--- config.mk ---
export PLATFORM = sky130hd
export DESIGN_NAME = pcf_cfg_forwarder
export DESIGN_NICKNAME = d
export VERILOG_FILES = /design/src/core/pcf_sync.v /design/src/core/pcf_cfg_forwarder.v
export VERILOG_INCLUDE_DIRS = /design/src /design/src/inc
export SDC_FILE = /design/constraint.sdc
export NUM_CORES = 1
export LEC_CHECK = 0
export BUFFER_PORTS_ARGS = -buffer_cell sky130_fd_sc_hd__buf_4
export CORE_ASPECT_RATIO = 0.5
export CORE_MARGIN = 3
export CORE_UTILIZATION = 50
export DETAILED_ROUTE_END_ITERATION = 10
export PLACE_DENSITY = 0.76
export SETUP_SLACK_MARGIN = 0.02
export SYNTH_ARGS = -nofsm -noshare
export SYNTH_HDL_FRONTEND = slang
export SYNTH_SLANG_ARGS = --single-unit
--- constraint.sdc ---
create_clock -name ref_clk -period 2.5 [get_ports ref_clk]
set_input_delay 0.125 -clock ref_clk [delete_from_list [all_inputs] [get_ports ref_clk]]
set_output_delay 0.125 -clock ref_clk [all_outputs]
set_load 0.02 [all_outputs]
--- src/inc/pcf_consts.vh ---
// Offsets, field positions, reset values and bus codes of the configuration forwarder.
`ifndef PCF_CONSTS_VH
`define PCF_CONSTS_VH

// Register offsets inside the primary register image.
`define PCF_OFS_SETUP 12'h144
`define PCF_OFS_PAYLOAD 12'h148
`define PCF_OFS_INTACK 12'h14C

// Reset values.
`define PCF_RST_SETUP 32'h00000000
`define PCF_RST_PAYLOAD 32'h00000000
`define PCF_RST_INTACK 32'h00000000

// Setup register field positions.
`define PCF_BUS_HI 23
`define PCF_BUS_LO 16
`define PCF_SLOT_HI 15
`define PCF_SLOT_LO 11
`define PCF_FUNC_HI 10
`define PCF_FUNC_LO 8
`define PCF_DWORD_HI 7
`define PCF_DWORD_LO 2
`define PCF_TYPE_BIT 0

// Writable bits of the setup register; reserved bits read as zero.
`define PCF_SETUP_WMASK 32'h00FFFFFD

// Type 0 slot decode limits.
`define PCF_SLOT_UPPER_MAX 5'h0F
`define PCF_SLOT_LOWER_MAX 5'h14

// Secondary bus command codes.
`define PCF_CMD_INTACK 4'h0
`define PCF_CMD_CFG_RD 4'hA
`define PCF_CMD_CFG_WR 4'hB

// Synchroniser depth for inputs from outside the clock's domain.
`define PCF_SYNC_STAGES 2

`endif

--- src/core/pcf_sync.v ---
// Two-flop synchroniser for a group of inputs from outside the ref_clk domain.
`timescale 1ns/10ps
module pcf_sync #(
  parameter WIDTH = 1
) (
  input wire ref_clk, // System clock.
  input wire rst_b, // Asynchronous reset, active low.
  input wire [WIDTH-1:0] asyncIn, // Input from another domain.
  output reg [WIDTH-1:0] syncOut // Input after two flops.
);

  reg [WIDTH-1:0] meta_reg;

  // The first stage is read only by the second stage.
  always @(posedge ref_clk or negedge rst_b) begin
    if (!rst_b) begin
      meta_reg <= {WIDTH{1'b0}};
      syncOut <= {WIDTH{1'b0}};
    end else begin
      meta_reg <= asyncIn;
      syncOut <= meta_reg;
    end
  end

endmodule

--- src/core/pcf_cfg_forwarder.v ---
// Primary-to-secondary configuration and interrupt acknowledge cycle forwarder.
`timescale 1ns/10ps
`include "pcf_consts.vh"

module pcf_cfg_forwarder #(
  parameter DUAL_BUS = 1
) (
  input wire ref_clk, // System clock, 100 MHz.
  input wire rst_b, // Primary bus reset, active low.
  input wire p1Req, // Primary register request, one cycle.
  input wire p1Write, // Primary request is a write.
  input wire [31:0] p1Addr, // Primary access address.
  input wire [31:0] p1Wdata, // Primary write data.
  input wire [3:0] primaryByteEnables_b, // Primary byte enables, active low.
  output reg p1Ack, // Primary request completed, one cycle.
  output reg p1Retry, // Primary request must be retried, one cycle.
  output reg [31:0] p1Rdata, // Primary read data, valid with p1Ack.
  input wire opReq, // Secondary or processor port request, one cycle.
  input wire opWrite, // Other-port request is a write.
  input wire [11:0] opAddr, // Other-port register offset.
  input wire [31:0] opWdata, // Other-port write data.
  output reg opAck, // Other-port request completed, one cycle.
  output reg [31:0] opRdata, // Other-port read data.
  input wire secLinkClk, // Secondary bus clock.
  input wire secTargetDone, // Secondary target finished the cycle, level.
  input wire [31:0] secTargetData, // Secondary read data, valid with done.
  output reg secCycleValid, // Secondary cycle requested, level.
  output reg [3:0] secCmd, // Secondary bus command.
  output reg [31:0] secondaryAdLines, // Secondary address phase value.
  output reg [3:0] secByteEnables_b, // Secondary byte enables, active low.
  output reg [31:0] secWdata, // Secondary write data.
  output reg secBusy // Forwarder has a cycle in flight.
);

  // Engine states, one-hot. IDLE waits for a launch and a link falling edge,
  // WAIT holds the cycle until the target reports done, DROP lowers valid on
  // the next link falling edge and RELEASE waits for done to go away again.
  localparam ST_IDLE = 4'b0001;
  localparam ST_WAIT = 4'b0010;
  localparam ST_DROP = 4'b0100;
  localparam ST_RELEASE = 4'b1000;

  // Programmer-visible registers.
  reg [31:0] setup_reg;
  reg [31:0] payload_reg;
  reg [31:0] intackVector_reg;
  // Launch request handed from the primary port to the engine.
  reg launch_reg;
  reg [3:0] launchCmd_reg;
  reg [31:0] launchAddr_reg;
  reg [3:0] launchBe_reg;
  // Delayed read bookkeeping: one shared slot for both read kinds.
  reg pendRead_reg;
  reg pendIack_reg;
  reg resultReady_reg;
  // Engine state, link edge detector and the captured secondary result.
  reg [3:0] state_reg;
  reg linkPrev_reg;
  reg doneDly_reg;
  reg engComplete_reg;
  reg engRead_reg;
  reg [31:0] engRdata_reg;
  // Synchronised inputs and engine handshake terms.
  wire linkSync;
  wire doneSync;
  wire [31:0] dataSync;
  wire linkFall;
  wire engAccept;
  wire engIdle;
  wire busyNow;
  wire implOn;
  wire [11:0] p1Ofs;
  wire hitSetup;
  wire hitPayload;
  wire hitIntack;
  // Byte lane mask and the two candidate address phases.
  wire [31:0] beMask;
  wire [31:0] type0Addr;
  wire [31:0] cfgAddr;

  ////////////////////////////////////////////////////////////////////////////
  // Crossing from the secondary clock domain.

  // The link clock is only sampled, never used as a clock, so its period must
  // span several ref_clk cycles for every edge to be seen.
  pcf_sync #(.WIDTH(1)) uLinkSync (
    .ref_clk(ref_clk),
    .rst_b(rst_b),
    .asyncIn(secLinkClk),
    .syncOut(linkSync)
  );

  // Done is a level held until valid falls, so two flops cannot lose it.
  pcf_sync #(.WIDTH(1)) uDoneSync (
    .ref_clk(ref_clk),
    .rst_b(rst_b),
    .asyncIn(secTargetDone),
    .syncOut(doneSync)
  );

  // Data is sampled only a cycle after done is seen, so it has settled by then.
  pcf_sync #(.WIDTH(32)) uDataSync (
    .ref_clk(ref_clk),
    .rst_b(rst_b),
    .asyncIn(secTargetData),
    .syncOut(dataSync)
  );

  // Secondary outputs change on the falling link edge so they stand at the rising one.
  assign linkFall = linkPrev_reg & ~linkSync;
  assign engIdle = (state_reg == ST_IDLE);
  assign engAccept = engIdle & linkFall & launch_reg;
  // Busy covers a queued launch, a cycle on the link and a parked read result.
  assign busyNow = launch_reg | ~engIdle | pendRead_reg;

  ////////////////////////////////////////////////////////////////////////////
  // Address decode and secondary address forming.

  // Only the low twelve address bits select a register; the image base is
  // decoded outside this block.
  assign implOn = (DUAL_BUS != 0);
  assign p1Ofs = p1Addr[11:0];
  assign hitSetup = implOn & (p1Ofs == `PCF_OFS_SETUP);
  assign hitPayload = implOn & (p1Ofs == `PCF_OFS_PAYLOAD);
  assign hitIntack = implOn & (p1Ofs == `PCF_OFS_INTACK);

  // Byte lanes enabled by the primary master; a low enable writes its lane.
  assign beMask = {{8{~primaryByteEnables_b[3]}}, {8{~primaryByteEnables_b[2]}},
                   {8{~primaryByteEnables_b[1]}}, {8{~primaryByteEnables_b[0]}}};

  // Type 0 slot select: one line for slots up to 20, none above.
  // Bit 0 of the result is address line 11, bit 20 is address line 31.
  function [20:0] slotSelect;
    input [4:0] slot;
    begin
      if (slot <= `PCF_SLOT_UPPER_MAX) begin
        slotSelect = 21'h000020 << slot;
      end else if (slot <= `PCF_SLOT_LOWER_MAX) begin
        slotSelect = 21'h000001 << (slot - 5'h10);
      end else begin
        slotSelect = 21'h000000;
      end
    end
  endfunction

  // Type 0 address phase: slot select, function, dword and two zero bits.
  assign type0Addr = {slotSelect(setup_reg[`PCF_SLOT_HI:`PCF_SLOT_LO]),
                      setup_reg[`PCF_FUNC_HI:`PCF_FUNC_LO],
                      setup_reg[`PCF_DWORD_HI:`PCF_DWORD_LO], 2'b00};
  // Type 1 sends the setup word as it stands, type bit included.
  assign cfgAddr = setup_reg[`PCF_TYPE_BIT] ? setup_reg : type0Addr;

  ////////////////////////////////////////////////////////////////////////////
  // Secondary cycle engine: four-phase handshake with the target logic.

  always @(posedge ref_clk or negedge rst_b) begin
    if (!rst_b) begin
      state_reg <= ST_IDLE;
      linkPrev_reg <= 1'b0;
      doneDly_reg <= 1'b0;
      engComplete_reg <= 1'b0;
      engRead_reg <= 1'b0;
      engRdata_reg <= 32'h00000000;
      secCycleValid <= 1'b0;
      secCmd <= `PCF_CMD_INTACK;
      secondaryAdLines <= 32'h00000000;
      secByteEnables_b <= 4'hF;
      secWdata <= 32'h00000000;
      secBusy <= 1'b0;
    end else begin
      // Edge detector and done delay run every cycle.
      linkPrev_reg <= linkSync;
      doneDly_reg <= doneSync;
      engComplete_reg <= 1'b0;
      // The busy output is a registered copy of the internal busy term.
      secBusy <= busyNow;
      case (state_reg)
        ST_IDLE: begin
          // Command, address, enables and data are latched together so cycles never mix.
          if (engAccept) begin
            secCycleValid <= 1'b1;
            secCmd <= launchCmd_reg;
            secondaryAdLines <= launchAddr_reg;
            secByteEnables_b <= launchBe_reg;
            secWdata <= payload_reg;
            engRead_reg <= (launchCmd_reg != `PCF_CMD_CFG_WR);
            state_reg <= ST_WAIT;
          end
        end
        ST_WAIT: begin
          // Done must be seen on two samples in a row before the data is taken.
          if (doneSync && doneDly_reg) begin
            engRdata_reg <= dataSync;
            state_reg <= ST_DROP;
          end
        end
        ST_DROP: begin
          // Valid drops on a link falling edge, like every other secondary change.
          if (linkFall) begin
            secCycleValid <= 1'b0;
            state_reg <= ST_RELEASE;
          end
        end
        ST_RELEASE: begin
          // Waiting for done to fall keeps a stale done from ending the next cycle.
          if (!doneSync) begin
            engComplete_reg <= 1'b1;
            state_reg <= ST_IDLE;
          end
        end
        default: begin
          // An illegal code returns to idle and releases the link.
          state_reg <= ST_IDLE;
          secCycleValid <= 1'b0;
        end
      endcase
    end
  end

  ////////////////////////////////////////////////////////////////////////////
  // Primary register port: setup, posted writes and delayed reads.

  always @(posedge ref_clk or negedge rst_b) begin
    if (!rst_b) begin
      setup_reg <= `PCF_RST_SETUP;
      payload_reg <= `PCF_RST_PAYLOAD;
      intackVector_reg <= `PCF_RST_INTACK;
      launch_reg <= 1'b0;
      launchCmd_reg <= `PCF_CMD_INTACK;
      launchAddr_reg <= 32'h00000000;
      launchBe_reg <= 4'hF;
      pendRead_reg <= 1'b0;
      pendIack_reg <= 1'b0;
      resultReady_reg <= 1'b0;
      p1Ack <= 1'b0;
      p1Retry <= 1'b0;
      p1Rdata <= 32'h00000000;
      opAck <= 1'b0;
      opRdata <= 32'h00000000;
    end else begin
      p1Ack <= 1'b0;
      p1Retry <= 1'b0;
      opAck <= 1'b0;
      // Answers are one-cycle pulses; the branches below raise at most one.
      // The launch flag is dropped as soon as the engine takes it over.
      if (engAccept) begin
        launch_reg <= 1'b0;
      end
      // A finished read parks its result until a read of the same kind returns.
      if (engComplete_reg && engRead_reg) begin
        resultReady_reg <= 1'b1;
        // Vector reads and payload reads land in different registers.
        if (pendIack_reg) begin
          intackVector_reg <= engRdata_reg;
        end else begin
          payload_reg <= engRdata_reg;
        end
      end
      // Every primary request is answered by exactly one ack or one retry.
      if (p1Req) begin
        p1Rdata <= 32'h00000000;
        // Setup accesses complete at once; reserved bits stay zero.
        if (hitSetup) begin
          p1Ack <= 1'b1;
          if (p1Write) begin
            setup_reg <= (setup_reg & ~(beMask & `PCF_SETUP_WMASK)) |
                         (p1Wdata & beMask & `PCF_SETUP_WMASK);
          end else begin
            p1Rdata <= setup_reg;
          end
        end else if (hitPayload && p1Write) begin
          // A write can only be posted once the engine is free.
          if (busyNow) begin
            p1Retry <= 1'b1;
          end else begin
            p1Ack <= 1'b1;
            // Lanes left disabled keep their old payload bytes.
            payload_reg <= (payload_reg & ~beMask) | (p1Wdata & beMask);
            launch_reg <= 1'b1;
            launchCmd_reg <= `PCF_CMD_CFG_WR;
            launchAddr_reg <= cfgAddr;
            launchBe_reg <= primaryByteEnables_b;
          end
        end else if (hitPayload || (hitIntack && !p1Write)) begin
          // Delayed reads: claim a parked result, refuse while busy, or start a cycle.
          // A master that never returns leaves the slot parked; there is no timeout.
          if (resultReady_reg && (pendIack_reg == hitIntack)) begin
            p1Ack <= 1'b1;
            p1Rdata <= hitIntack ? intackVector_reg : payload_reg;
            resultReady_reg <= 1'b0;
            pendRead_reg <= 1'b0;
          end else if (busyNow) begin
            p1Retry <= 1'b1;
          end else begin
            p1Retry <= 1'b1;
            pendRead_reg <= 1'b1;
            pendIack_reg <= hitIntack;
            launch_reg <= 1'b1;
            // The secondary cycle reuses the enables of the read that started it.
            launchBe_reg <= primaryByteEnables_b;
            if (hitIntack) begin
              launchCmd_reg <= `PCF_CMD_INTACK;
              launchAddr_reg <= p1Addr;
            end else begin
              launchCmd_reg <= `PCF_CMD_CFG_RD;
              launchAddr_reg <= cfgAddr;
            end
          end
        end else begin
          // Vector writes, unmapped and absent registers complete with no effect.
          p1Ack <= 1'b1;
        end
      end
      // Secondary and processor ports never start a forwarded cycle.
      if (opReq) begin
        opAck <= 1'b1;
        opRdata <= 32'h00000000;
        // A primary setup write wins over an other-port setup write in one cycle.
        if (implOn && (opAddr == `PCF_OFS_SETUP)) begin
          if (opWrite && !(p1Req && hitSetup && p1Write)) begin
            setup_reg <= opWdata & `PCF_SETUP_WMASK;
          end else if (!opWrite) begin
            opRdata <= setup_reg;
          end
        end else if (implOn && (opAddr == `PCF_OFS_PAYLOAD) && !opWrite) begin
          opRdata <= payload_reg;
        end else begin
          opRdata <= 32'h00000000;
        end
      end
    end
  end

endmodule

## Word level (Yosys, flattened, before mapping)

Cells that the tools add are included.

- Logic and storage cells: 183
- Input port bits: 152
- Register bits after elaboration: 389
- Output and inout bits: 141

- Reduce and logical (&&, ||, !) cells: 24
- Multiplexer cells: 79
- Order comparisons: 2
- Equal/unequal tests: 19
- Shifts and indexed selects: 2
- Bitwise gates (word level): 23
- Add/sub/neg operators: 1

Operators with widths:

| kind | count |
|---|---|
| two-way mux 32 bit | 29 |
| bitwise AND 32 bit | 3 |
| equality test 12 x 9 -> 1 bit (second input constant) | 5 |
| two-way mux 4 bit | 14 |
| two-way mux 21 bit | 2 |
| two-way mux 1 bit | 32 |
| inverter 24 -> 32 bit | 1 |
| inverter 32 bit | 1 |
| bitwise OR 32 x 24 -> 32 bit | 1 |
| bitwise OR 32 bit | 1 |
| left shift 1 x 5 -> 21 bit (first input constant) | 1 |
| left shift 6 x 5 -> 21 bit (first input constant) | 1 |
| case mux 4 bit (4 select lines) | 1 |
| inequality test 2 bit (second input constant) | 6 |
| AND reduction 6 bit | 2 |
| inverter 1 bit | 11 |
| logical AND 1 bit | 9 |
| AND reduction 4 bit | 2 |
| AND reduction 2 bit | 3 |
| less-or-equal comparator 5 x 4 -> 1 bit (second input constant) | 1 |
| less-or-equal comparator 5 bit (second input constant) | 1 |
| AND reduction 5 bit | 1 |
| subtractor 5 bit (second input constant) | 1 |
| equality test 4 x 1 -> 1 bit (second input constant) | 1 |
| 15 further kinds | 20 |

## Longest topological paths before layout

- Word-level depth: 11
- Depth in mapped cells: 8
- Gate-level depth less buffers: 5

## By module

Synthesis repeated with hierarchy kept, for this count alone.

- Cell total of the unflattened synthesis: 1345
- Area total of the unflattened synthesis: 14853.0 um^2

Modules (own cells, without submodules):

| module | cells an instance | times used | area an instance (um^2) | seq. area each (um^2) |
|---|---|---|---|---|
| pcf_cfg_forwarder | 1277 | 1 | 13151.4 | 7718.7 |
| pcf_sync at uDataSync | 64 | 1 | 1601.5 | 1601.5 |
| pcf_sync at uDoneSync ... | 2 | 2 | 50.0 | 50.0 |

## Worst setup path before layout

Ideal clock, no wire load.

- Path type: register to register
- Start: register state_reg[0]
- End: register launchAddr_reg[15]
- Data arrival time: 2623 ps
- Setup time: 125 ps
- Required time: 2375 ps
- Clock period less this slack: 2748 ps
- Path slack: -248 ps
- Cell stages (with the launch flop): 7
- Buffers on the path: 2
- Cells stage by stage: dfstp_2 -> or4b_2 -> or3_1 -> or4_1 -> buf_6 -> buf_6 -> mux2_4

- Cells in the longest elaborated chain, start to end: 6
- Elaborated cells between the ends (all ways): 7
- Those cells by class: eq/ne: 3; bitwise: 3; reduce/logical: 1

RTL lines:

| what | RTL line | RTL |
|---|---|---|
| start: declaration | pcf_cfg_forwarder.v:57 | `reg [3:0] state_reg;` |
| start signal: assignment | pcf_cfg_forwarder.v:158 | `state_reg <= ST_IDLE;` |
| start signal: assignment | pcf_cfg_forwarder.v:187 | `state_reg <= ST_WAIT;` |
| start signal: assignment | pcf_cfg_forwarder.v:194 | `state_reg <= ST_DROP;` |
| equality test 4 x 1 -> 1 bit * | pcf_cfg_forwarder.v:111 | `assign engIdle = (state_reg == ST_IDLE);` |
| inverter 1 bit * | pcf_cfg_forwarder.v:114 | `assign busyNow = launch_reg \| ~engIdle \| pendRead_reg;` |
| bitwise OR 1 bit * (2 in a row) | pcf_cfg_forwarder.v:114 |  |
| via busyNow | pcf_cfg_forwarder.v:70 | `wire busyNow;` |
| inequality test 3 x 2 -> 1 bit (no line) / inequality test 2 bit (equally long branches) | - |  |
| AND reduction 6 bit (no line) * | - |  |
| end signal: assignment | pcf_cfg_forwarder.v:281 | `launchAddr_reg <= cfgAddr;` |
| end signal: assignment | pcf_cfg_forwarder.v:303 | `launchAddr_reg <= p1Addr;` |
| end signal: assignment | pcf_cfg_forwarder.v:306 | `launchAddr_reg <= cfgAddr;` |
| end: declaration | pcf_cfg_forwarder.v:50 | `reg [31:0] launchAddr_reg;` |

The timed path passes the listed nets; every way through them passes the cells marked *.
A chain may end at the register's enable or synchronous reset.

## Worst setup path after layout

- Start: register state_reg[0]
- End: register launchAddr_reg[14]

The elaborated chain is that of the path after synthesis.

==> results.cfg <==
[status]
run_status = complete, but fails checks
violated_checks = setup timing

[timing]
timing.final.crit_share_pct = 106
worst_slack_ps = -159
finalHoldViolations = 0
fin_crit_ps = 2660
relSlewSlack_pct = 52.5
clock-skew-final_ps = 9.98
timing.final.max_slew_violations = 0
tightestPinTransition_ps = 706
unrepaired_setup_endpoints_after_global_routing = true
max_freq_mhz = 376
finalSetupViolCount = 35

[power_and_ir_drop]
internal_power_uw = 9720
power.combinational.fraction_pct = 4.9
vdd_ir_drop_max_v = 0.000492
power_density_mw_per_mm2 = 603
pwr-share-seq_pct = 50.1
power.switching_uw = 2610
cellLeakagePower_uw = 0.0101
switching_share_pct = 21.2
clock_network_fraction_of_total_power_pct = 45.0

[logic_synthesis]
ys.flop_type = dfrtp_1
post_synth.cell_area_avg_sq_um = 11.8
synthDominantCellAreaShare_pct = 61.8
post_synth_main_area_contributors = dfrtp_1 (62%), mux2_2 (5.5%), o21ai_0 (3.9%)
postSynthCellCount = 1256
synthesis.area_sq_mm = 0.0148
synth.ff_latch_count = 376
seq_area_frac_synth_pct = 63.4
synth-edff-count = 0
ys_async_sr_fraction_pct = 100
postSynthNetCount = 1408
synth.distinct_cells = 54
synth-warning-count = 0
synth_top_cell_by_area = dfrtp_1

[route]
remaining_drc_errors = 0
vias_per_cell = 5.83
detailedRoute.firstIterationViolations = 1272
wl_microns = 47000
number_of_nets_with_antenna_violations_after_detailed_routing = 0
vias = 12200
detailed_routing_iteration_count_for_the_pre_antenna_repair_pass = 5
routed_wire_length_per_instance_microns = 22.5

[setup_path]
timing.critical_path.to_type = flop
r2r_start = state_reg[0]
worst_ep_required_time_ps = 2890
critPathKind = flop to flop
critPathMaxFanout = 8
critical_path.startpoint = state_reg[0]
worst_ep_arrival_time_ps = 3050
cp-start-kind = flop

[floorplanning]
floorplan.initialDensity_pct = 52.2
rows = 43
die_area_sq_mm = 0.0319
die_width_microns = 250
floorplan.core_area_sq_mm = 0.0285
num_io_pins = 293
die_height_microns = 128

[cells_and_area]
ff_latch_area_sq_mm = 0.00942
final_net_count = 1833
layout.cells.most_common_list = dfrtp_1 (367), buf_4 (316), nand2_1 (153), dlygate4sd3_1 (133), o21ai_0 (116)
fillerInstances = 1868
layout_commonest_cell = dfrtp_1
drive_above_1_share_pct = 31.5
area_growth_syn_to_layout_pct = 37.8
finalCoreUtilization_pct = 71.9
area_of_the_multi_input_gates_sq_mm = 0.00490

[place]
dpl_worst_slack_ps = -307
dpl.hpwl_microns = 30800
final_gp_congestion = 0.915
port_buffers = 282

[min_path]
hold_path_class = primary input to flop
min-delay-start = p1Addr[2]

[job]
max_cap_viol_count = 0

[global_routing]
track_usage_pct = 29.1
antenna_found_initial = 4
grt_pass1_vias = 12600
grt_pass1_wl_microns = 71800
grt_max_degree = 105
grt_ovf = 0

[cts]
clock_tree.buffer_depth = 3
htree_levels = 2
clock_insertion_delay_worst_skew_ps = 520
clock_sinks = 376
cts-buffers-inserted = 34
cts-root-buf = clkbuf_16
cts_tree = built
clk_pin_slew_ps = 70
==> final timing paths <==
check / slack, ps / cells past startpoint / endpoint
worst max-delay path: -160 / 6 / launchAddr_reg[14]
worst min-delay path: 60 / 4 / p1Retry
worst max register to register: -160 / 6 / launchAddr_reg[14]
worst min register to register: 350 / 0 / uDataSync.syncOut[14]
max in group asynchronous: 1470 / 3 / secondaryAdLines[2]
min in group asynchronous: 160 / 2 / p1Rdata[26]
==> cells in the mapped netlist (all sizes together) (2+ instances only) <==
| cell type | n |
|---|---|
| inv | 85 |
| a31oi | 10 |
| a22o | 2 |
| mux2i | 43 |
| nor4 | 12 |
| dfstp | 9 |
| nand2b | 9 |
| o2bb2ai | 9 |
| a22oi | 49 |
| nor4b | 5 |
| nand4 | 2 |
| buf | 14 |
| o21ai | 117 |
| a32oi | 5 |
| nor3 | 13 |
| o21bai | 23 |
| nand3 | 5 |
| a21o | 5 |
| o41ai | 2 |
| dfrtp | 367 |
| or2 | 2 |
| or4b | 6 |
| a221o | 5 |
| o22ai | 32 |
| or4 | 5 |
| nand3b | 2 |
| clkbuf | 68 |
| nor2 | 16 |
| and2 | 4 |
| o221a | 23 |
| a21oi | 42 |
| mux2 | 82 |
| or3 | 7 |
| nor2b | 7 |
| o31ai | 6 |
| nand2 | 153 |
==> power by group through the flow <==
stage               Sequential [uW]  Combinational (uW)  Clock, uW
floorplan                      6290                57.2          0
global placement               6290                 438          0
detailed placement             6300                 445          0
CTS                            6180                 597       5580
global route                   6190                 647       5870
finish                         6180                 600       5550
==> metal layers <==
layer | vias to the layer above | track usage, % | routed length [microns]
met1 | 6156 | 37.5 | 18500
met5 | - | 0 | 0
met4 | 0 | 15.1 | 2250
met2 | 617 | 47.0 | 22400
li1 | 5276 | - | -
met3 | 149 | 6.14 | 3900
==> area by class of cell <==
class / count / share of cell area (%)
flip-flops and latches: 376 / 46.0
multi-input cells: 713 / 24.0
repair buffers: 471 / 20.3
clock buffers: 49 / 4.99
well taps: 382 / 2.34
inverters: 85 / 1.56
clock inverters: 10 / 0.746
diodes: 6 / 0.0734
==> per-stage QoR <==
stage	power [uW]	setup TNS, ps	hold slack, ps	area [sq um]	std cells
6_report	12300	-4100	61.7	20500	2092
5_1_grt	12700	-5230	68.3	20500	2090
4_1_cts	12400	-4120	33.6	20300	2083
3_5_place_dp	6740	-12510	114	17800	1887
3_3_place_gp	6730	-9540	106	17800	1887
2_1_floorplan	6350	-2390	-171	14900	1256
==> cells by family after synthesis <==
group	after synthesis	synth area share, %
other	1	0.0253
DFF	376	63.4
AOI/OAI and AO/OA	335	14.8
and+or+nand+nor	251	7.92
muxes	125	9.37
xor gates and xnor gates	1	0.0590
buffers and inverters	167	4.42
==> critical path: stages (launching register included) <==
cell	delay [ps]
dfstp_2	530
or4b_4	500
or3_4	390
or4_4	610
buf_12	200
buf_16	150
mux2i_2	150
==> timing repair <==
| action | 4_1_cts | 5_1_grt |
|---|---|---|
| hold buffers | 133 | 0 |
| gates cloned | 1 | 2 |
| resized for setup | 8 | 10 |
| pin swaps | 1 | 0 |
| setup endpoints to repair | 69 | 68 |
| setup buffers | 3 | 1 |
| endpoints found under the hold margin | 176 | 0 |
Power figures use the tool's default switching activity.
